[src/core/mber_pkg.sv]
package mber_pkg;

  // supported function codes
  localparam logic [7:0] FC_READ_INPUTS  = 8'h02;
  localparam logic [7:0] FC_READ_HOLDING = 8'h03;
  localparam logic [7:0] FC_READ_INREG   = 8'h04;
  localparam logic [7:0] FC_WRITE_SINGLE = 8'h06;
  localparam logic [7:0] FC_WRITE_MULTI  = 8'h10;

  // fault codes of the error frame
  localparam logic [7:0] FAULT_BASE          = 8'h80;
  localparam logic [7:0] FAULT_READ_INPUTS   = 8'h82;
  localparam logic [7:0] FAULT_READ_HOLDING  = 8'h83;
  localparam logic [7:0] FAULT_READ_INREG    = 8'h84;
  localparam logic [7:0] FAULT_WRITE_SINGLE  = 8'h90;
  localparam logic [7:0] FAULT_WRITE_MULTI   = 8'h86;

  // exception codes
  localparam logic [7:0] EXC_FUNC   = 8'h01;
  localparam logic [7:0] EXC_ADDR   = 8'h02;
  localparam logic [7:0] EXC_QTY    = 8'h03;
  localparam logic [7:0] EXC_SERVER = 8'h04;

  // quantity bounds
  localparam logic [15:0] QTY_MIN       = 16'h0001;
  localparam logic [15:0] QTY_READ_MAX  = 16'h07D0;
  localparam logic [15:0] QTY_WRITE_MAX = 16'h007B;

  // address map regions, inclusive bounds in request address units
  localparam int NUM_REGIONS = 6;
  localparam logic [15:0] REGION_LO [NUM_REGIONS] = '{
    16'h0001, 16'h03E9, 16'h0001, 16'h07D1, 16'h1388, 16'h0001};
  localparam logic [15:0] REGION_HI [NUM_REGIONS] = '{
    16'h0080, 16'h05E8, 16'h0030, 16'h07F0, 16'h138D, 16'h0020};

  // which regions each function may reach (bit i = region i)
  localparam logic [5:0] MASK_READ_INPUTS  = 6'h03;
  localparam logic [5:0] MASK_READ_HOLDING = 6'h1E;
  localparam logic [5:0] MASK_READ_INREG   = 6'h20;
  localparam logic [5:0] MASK_WRITE        = 6'h0A;

  // request as handed over by the frame parser
  typedef struct packed {
    logic [7:0]  funcCode;
    logic [15:0] startAddr;
    logic [15:0] quantity;
    logic [7:0]  byteCount;
  } mber_req_s;

  // two-byte error frame
  typedef struct packed {
    logic [7:0] faultCode;
    logic [7:0] excCode;
  } mber_exc_s;

endpackage

[src/core/mber_range_check.sv]
`timescale 1ns/1ps
module mber_range_check (
  // requested range
  input  wire logic [15:0] startAddr,
  input  wire logic [15:0] quantity,
  // region selection
  input  wire logic [5:0]  regionMask,
  input  wire logic [5:0]  regionEnable,
  // result
  output logic             rangeOk
);

  logic [16:0] lastAddr;
  logic [5:0]  regionHit;

  // last address of the range; 17 bits so a wrap cannot look valid
  assign lastAddr = {1'b0, startAddr} + {1'b0, quantity} - 17'h0_0001;

  // the whole range must sit inside one allowed, enabled region
  for (genvar i = 0; i < mber_pkg::NUM_REGIONS; i++) begin : g_region
    assign regionHit[i] = regionMask[i] && regionEnable[i] &&
                          (startAddr >= mber_pkg::REGION_LO[i]) &&
                          (lastAddr <= {1'b0, mber_pkg::REGION_HI[i]});
  end

  assign rangeOk = (startAddr != 16'h0000) && (|regionHit);

endmodule

[src/core/mber_responder.sv]
`timescale 1ns/1ps
module mber_responder (
  // clock and reset
  input  wire logic                clock,
  input  wire logic                rst_n,
  // request from the frame parser
  input  wire logic                reqValid,
  input  wire mber_pkg::mber_req_s reqIn,
  output logic                     reqReady,
  // region enables from the device configuration
  input  wire logic [5:0]          regionEnable,
  // outcome
  output logic                     excValid,
  output mber_pkg::mber_exc_s      excOut,
  output logic                     readGo,
  output logic                     writeGo,
  output logic                     echoValid,
  output mber_pkg::mber_req_s      cmdOut
);

  typedef enum logic [0:0] {MBER_IDLE, MBER_CHECK} mber_state_e;

  mber_state_e         state_reg,     state_next;
  mber_pkg::mber_req_s reqHeld_reg,   reqHeld_next;
  logic                ready_reg,     ready_next;
  logic                excValid_reg,  excValid_next;
  mber_pkg::mber_exc_s exc_reg,       exc_next;
  logic                readGo_reg,    readGo_next;
  logic                writeGo_reg,   writeGo_next;
  logic                echo_reg,      echo_next;

  // request classification
  logic                supported;
  logic                isWrite;
  logic [7:0]          faultCode;
  logic [5:0]          regionMask;
  logic [15:0]         qtyMax;
  logic [15:0]         checkQty;
  logic                qtyOk;
  logic                rangeOk;

  // decode the held function code into its checks
  always_comb begin
    supported  = 1'b1;
    isWrite    = 1'b0;
    faultCode  = mber_pkg::FAULT_BASE + reqHeld_reg.funcCode;
    regionMask = 6'h00;
    qtyMax     = mber_pkg::QTY_READ_MAX;
    checkQty   = reqHeld_reg.quantity;
    case (reqHeld_reg.funcCode)
      mber_pkg::FC_READ_INPUTS: begin
        faultCode  = mber_pkg::FAULT_READ_INPUTS;
        regionMask = mber_pkg::MASK_READ_INPUTS;
      end
      mber_pkg::FC_READ_HOLDING: begin
        faultCode  = mber_pkg::FAULT_READ_HOLDING;
        regionMask = mber_pkg::MASK_READ_HOLDING;
      end
      mber_pkg::FC_READ_INREG: begin
        faultCode  = mber_pkg::FAULT_READ_INREG;
        regionMask = mber_pkg::MASK_READ_INREG;
      end
      mber_pkg::FC_WRITE_SINGLE: begin
        // quantity field carries the value here; one register is targeted
        isWrite    = 1'b1;
        faultCode  = mber_pkg::FAULT_WRITE_SINGLE;
        regionMask = mber_pkg::MASK_WRITE;
        checkQty   = mber_pkg::QTY_MIN;
      end
      mber_pkg::FC_WRITE_MULTI: begin
        isWrite    = 1'b1;
        faultCode  = mber_pkg::FAULT_WRITE_MULTI;
        regionMask = mber_pkg::MASK_WRITE;
        qtyMax     = mber_pkg::QTY_WRITE_MAX;
      end
      default: supported = 1'b0;
    endcase
  end

  // quantity window; byte count compare only matters for the multi write
  // read and write quantity bounds
  always_comb begin
    qtyOk = (checkQty >= mber_pkg::QTY_MIN) && (checkQty <= qtyMax);
    if (reqHeld_reg.funcCode == mber_pkg::FC_WRITE_MULTI) begin
      qtyOk = qtyOk &&
        ({1'b0, reqHeld_reg.byteCount} == {reqHeld_reg.quantity[7:0], 1'b0});
    end
  end

  // address map lookup over the held range
  mber_range_check u_range (
    .startAddr    (reqHeld_reg.startAddr),
    .quantity     (checkQty),
    .regionMask   (regionMask),
    .regionEnable (regionEnable),
    .rangeOk      (rangeOk)
  );

  // next state; one request at a time, answer one cycle after it is taken
  always_comb begin
    state_next    = state_reg;
    reqHeld_next  = reqHeld_reg;
    ready_next    = ready_reg;
    excValid_next = 1'b0;
    exc_next      = exc_reg;
    readGo_next   = 1'b0;
    writeGo_next  = 1'b0;
    echo_next     = 1'b0;
    unique case (state_reg)
      MBER_IDLE: begin
        if (reqValid && ready_reg) begin
          reqHeld_next = reqIn;
          ready_next   = 1'b0;
          state_next   = MBER_CHECK;
        end
      end
      MBER_CHECK: begin
        ready_next = 1'b1;
        state_next = MBER_IDLE;
        if (!supported) begin
          excValid_next = 1'b1;
          exc_next = '{faultCode: faultCode, excCode: mber_pkg::EXC_FUNC};
        end else if (!qtyOk) begin
          excValid_next = 1'b1;
          exc_next = '{faultCode: faultCode, excCode: mber_pkg::EXC_QTY};
        end else if (!rangeOk) begin
          excValid_next = 1'b1;
          exc_next = '{faultCode: faultCode, excCode: mber_pkg::EXC_ADDR};
        end else if (isWrite) begin
          writeGo_next = 1'b1;
          echo_next = (reqHeld_reg.funcCode == mber_pkg::FC_WRITE_SINGLE);
        end else begin
          readGo_next = 1'b1;
        end
      end
    endcase
  end

  // state registers
  always_ff @(posedge clock or negedge rst_n) begin
    if (!rst_n) begin
      state_reg    <= MBER_IDLE;
      reqHeld_reg  <= '0;
      ready_reg    <= 1'b1;
      excValid_reg <= 1'b0;
      exc_reg      <= '0;
      readGo_reg   <= 1'b0;
      writeGo_reg  <= 1'b0;
      echo_reg     <= 1'b0;
    end else begin
      state_reg    <= state_next;
      reqHeld_reg  <= reqHeld_next;
      ready_reg    <= ready_next;
      excValid_reg <= excValid_next;
      exc_reg      <= exc_next;
      readGo_reg   <= readGo_next;
      writeGo_reg  <= writeGo_next;
      echo_reg     <= echo_next;
    end
  end

  // outputs straight from flops; cmdOut holds until the next request
  assign reqReady  = ready_reg;
  assign excValid  = excValid_reg;
  assign excOut    = exc_reg;
  assign readGo    = readGo_reg;
  assign writeGo   = writeGo_reg;
  assign echoValid = echo_reg;
  assign cmdOut    = reqHeld_reg;
endmodule

[config.mk]
export PLATFORM = sky130hd
export DESIGN_NAME = mber_responder
export DESIGN_NICKNAME = d
export VERILOG_FILES = /design/src/core/mber_pkg.sv /design/src/core/mber_range_check.sv /design/src/core/mber_responder.sv
export SDC_FILE = /design/constraint.sdc
export NUM_CORES = 1
export LEC_CHECK = 0
export ABC_AREA = 1
export BUFFER_PORTS_ARGS = -buffer_cell sky130_fd_sc_hd__buf_2
export CAP_MARGIN = 20
export CORE_ASPECT_RATIO = 0.9
export CORE_UTILIZATION = 55
export CTS_BUF_LIST = sky130_fd_sc_hd__clkbuf_2 sky130_fd_sc_hd__clkbuf_4 sky130_fd_sc_hd__clkbuf_8
export CTS_CLUSTER_DIAMETER = 80
export CTS_CLUSTER_SIZE = 12
export DETAILED_ROUTE_END_ITERATION = 16
export GPL_TIMING_DRIVEN = 1
export HOLD_SLACK_MARGIN = 0.05
export PLACE_DENSITY = 0.82
export SLEW_MARGIN = 20
export SYNTH_ARGS = -nofsm -noshare
export SYNTH_HDL_FRONTEND = slang
export SYNTH_SLANG_ARGS = --single-unit
[constraint.sdc]
create_clock -name clock -period 3.9 [get_ports clock]
set_clock_uncertainty 0.05 [all_clocks]
set_input_delay 0.39 -clock clock [delete_from_list [all_inputs] [get_ports clock]]
set_output_delay 0.39 -clock clock [all_outputs]
set_load 0.005 [all_outputs]
==> summary.md <==
| Metric | Value |
|---|---|
| Seq/Total Area, Yosys | 31.5% |
| Met3 routed WL | 1.15 mm |
| Area Growth Syn to Fin | 26.0% |
| Drt drc | 0 |
| Total track usage | 30.1% |
| Hpwl dp | 11.1 mm |
| Vias per cell | 5.25 |
| Prevailing post-synth register cell | dfrtp_1 |
| Clk_lat worst skew | 0.35 ns |
| Syn Inst Count | 761 |
| Highest Clock Rate | 267 MHz |
| Register area | 1600 sq um |
| Pin count of the biggest net entering global routing | 75 |
| Die Y | 93.2 microns |
| Top post-synthesis cells by area | dfrtp_1 (31%), nand2_1 (19%), inv_1 (9.7%) |
| Max cap viols | 0 |
| Drt wl/cell | 14.4 microns |
| Total CTS buffers | 9 |
| Run status | completed |
| Worst setup EP type | flip-flop |
| Die footprint | 9630 sq um |
| Max FFs per register | 48 |
| Clk sinks | 64 |
| Initial core utilization | 58.0% |
| Ports | 126 |
| Cell Rows | 32 |
| Clock transition at path regs | 0.08 ns |
| DR vias | 5364 |
| Max-Slew Margin vs Limit | 41.7% |
| Final Hold Viols | 0 |
| Worst stage delay on the critical path | 0.42 ns |
| Share of synthesized registers carrying an async set or reset | 100% |
| Ratio of cells with drive above 1 in the final layout | 30.1% |
| CP Class | reg -> reg |
| Post-synth top area cell | dfrtp_1 |
| Routability Congestion | 0.968 |
| Die X | 103 microns |
| Yosys cell types | 43 |
| Clk buf depth | 2 |
| ANT cells | 0 |
| Worst-path maximum fanout | 7 |
| Final ANT Viol Nets | 0 |
| Fillers | 717 |
| Worst Path Required | 4.14 ns |
| Post-synth top area share | 31.0% |
| Hold WC Path Type | in -> reg |
| Routed met1 length | 6.21 mm |
| Crit path time final | 3.75 ns |
| Crit share post-route | 96.1% |
| FF+latch count, synth | 64 |
| Slew Limit Fails | 0 |
| Core Footprint | 8770 sq um |
| Ys Warns | 0 |
| Area of the multi-input gates | 3160 sq um |
| Layout Nets | 995 |
| Root buffer cell | clkbuf_8 |
| Initial antenna violation count | 0 |
| Initial DRC count | 309 |
| DR top layer | met4 |
| CTS tree | done |
| Worst-Margin Slew | 0.873 ns |
| Crit-path most repeated cell | nand2_1 |
| Crit path DAT | 3.99 ns |
| Pre-antenna DRT Iters | 5 |
| Routed WL | 14.7 mm |
| Number of port buffers | 119 |
| DR WL met2 | 6.94 mm |
| First-pass GRT wire length | 22.3 mm |
| Finish-stage setup viols | 0 |
| Cell Area, Synth | 5080 sq um |
| H-tree levels | 3 |
| CP startpoint kind | flip-flop |
| Syn Area/Cell | 6.68 sq um |
| Final setup margin | 0.154 ns |
| Overflow after GRT | 0 |
| Post-synth EDFFs | 0 |
| Placement Setup Slack | -0.131 ns |
| CP max-delay cell | dfrtp_1 |
| Vias in the first global route | 4795 |
layout by cell type, fill, tap and decap left out, types with 3 or more instances in the layout:
| master | instances |
|---|---|
| conb_1 | 6 |
| ha_1 | 28 |
| buf_4 | 16 |
| dfrtp_1 | 63 |
| inv_2 | 9 |
| nand2_2 | 51 |
| ha_2 | 6 |
| and2_1 | 4 |
| nor3_1 | 9 |
| nand4_1 | 11 |
| nor2_2 | 9 |
| a21oi_2 | 4 |
| nand2_4 | 9 |
| nand3_2 | 6 |
| nor4_1 | 3 |
| inv_1 | 123 |
| xor2_1 | 5 |
| nand3b_1 | 6 |
| nand2_1 | 227 |
| a21oi_1 | 9 |
| clkbuf_8 | 9 |
| nor3_2 | 3 |
| o21ai_0 | 32 |
| nor2_4 | 4 |
| ha_4 | 5 |
| nor2_1 | 47 |
| buf_2 | 119 |
| nand3_1 | 43 |
worst max-delay path: cells and delay by family (launching register included):
kind | cells | cell delay [ns]
compound gates | 2 | 0.44
fa+ha+maj | 2 | 0.55
buf+inv | 5 | 0.52
flops | 1 | 0.42
simple gates | 18 | 1.68
kinds of logic (layout without fill, tap and decap cells):
group	Yosys count	count (layout)	synth area share, %
AO/OA/AOI/OAI	56	56	6.15
XOR/XNOR	8	8	1.38
adder cells (fa/ha/maj)	40	40	9.99
buffers and inverters	154	290	12.2
flip-flops	64	64	31.5
other	1	6	0.0737
AND/OR/NAND/NOR	438	439	38.7
routing by layer:
metal / up-vias / global-route usage [%]
met5: - / 0
met4: 0 / 9.15
met3: 40 / 7.55
met2: 251 / 48.8
met1: 2451 / 39.3
li1: 2622 / -
layout make-up:
type / instances / share of cell area (%)
clock inverter: 6 / 1.07
inverter: 134 / 7.91
clock buffer: 10 / 2.05
tap: 119 / 2.32
timing repair buffer: 140 / 12.4
sequential: 64 / 25.0
multi-input combinational: 549 / 49.3
what timing repair did:
action                     4_1_cts  5_1_grt
setup endpoints to repair       11       14
gates cloned                     0        2
hold endpoints to repair        24        0
resized for setup                1       80
hold buffers                     1        0
pin swaps                        1       18
setup buffers                    2       12
worst paths after layout:
check | start | to | slack (ns) | cells after the start
min in group asynchronous | rst_n | excValid | 0.51 | 2
setup reg to reg | cmdOut[46] | excOut[12] | 0.15 | 27
hold reg to reg | excOut[8] | excOut[8] | 0.43 | 2
hold / removal | reqIn[22] | cmdOut[22] | 0.18 | 3
setup / recovery | cmdOut[46] | excOut[12] | 0.15 | 27
max in group asynchronous | rst_n | reqReady | 2.37 | 3
synthesized netlist by cell type (2+ instances only):
library cell / instances
nor4_1: 3
nand3_1: 46
buf_4: 7
a21oi_1: 13
xor2_1: 5
nand2_4: 2
nand3_2: 5
nand2_2: 28
nor3b_1: 2
xnor2_1: 3
buf_1: 4
inv_1: 132
o21ai_1: 2
nor2_4: 2
nand4_1: 11
buf_6: 2
nor3_2: 3
dfrtp_1: 63
o21ai_0: 32
a31oi_1: 2
nand2_1: 256
nor2_2: 6
inv_2: 2
ha_1: 39
clkbuf_1: 6
nor2_1: 52
and2_1: 4
nor3_1: 9
nand3b_1: 6
per-stage QoR:
step	hold slack (ns)	TNS [ns]	utilization (%)	area [sq um]	std cells
3_5_place_dp	0.354	-1.18	65.9	5780	989
3_3_place_gp	0.342	-0.0852	65.9	5780	989
4_1_cts	0.164	0	68.6	6010	1008
5_1_grt	0.157	-0.472	73.1	6410	1022
2_1_floorplan	0.0444	0	-	5100	766
6_report	0.184	0	73.1	6410	1022
Power is not shown: default switching activity piles up to over one toggle a cycle in this logic, so the estimate is an artifact.
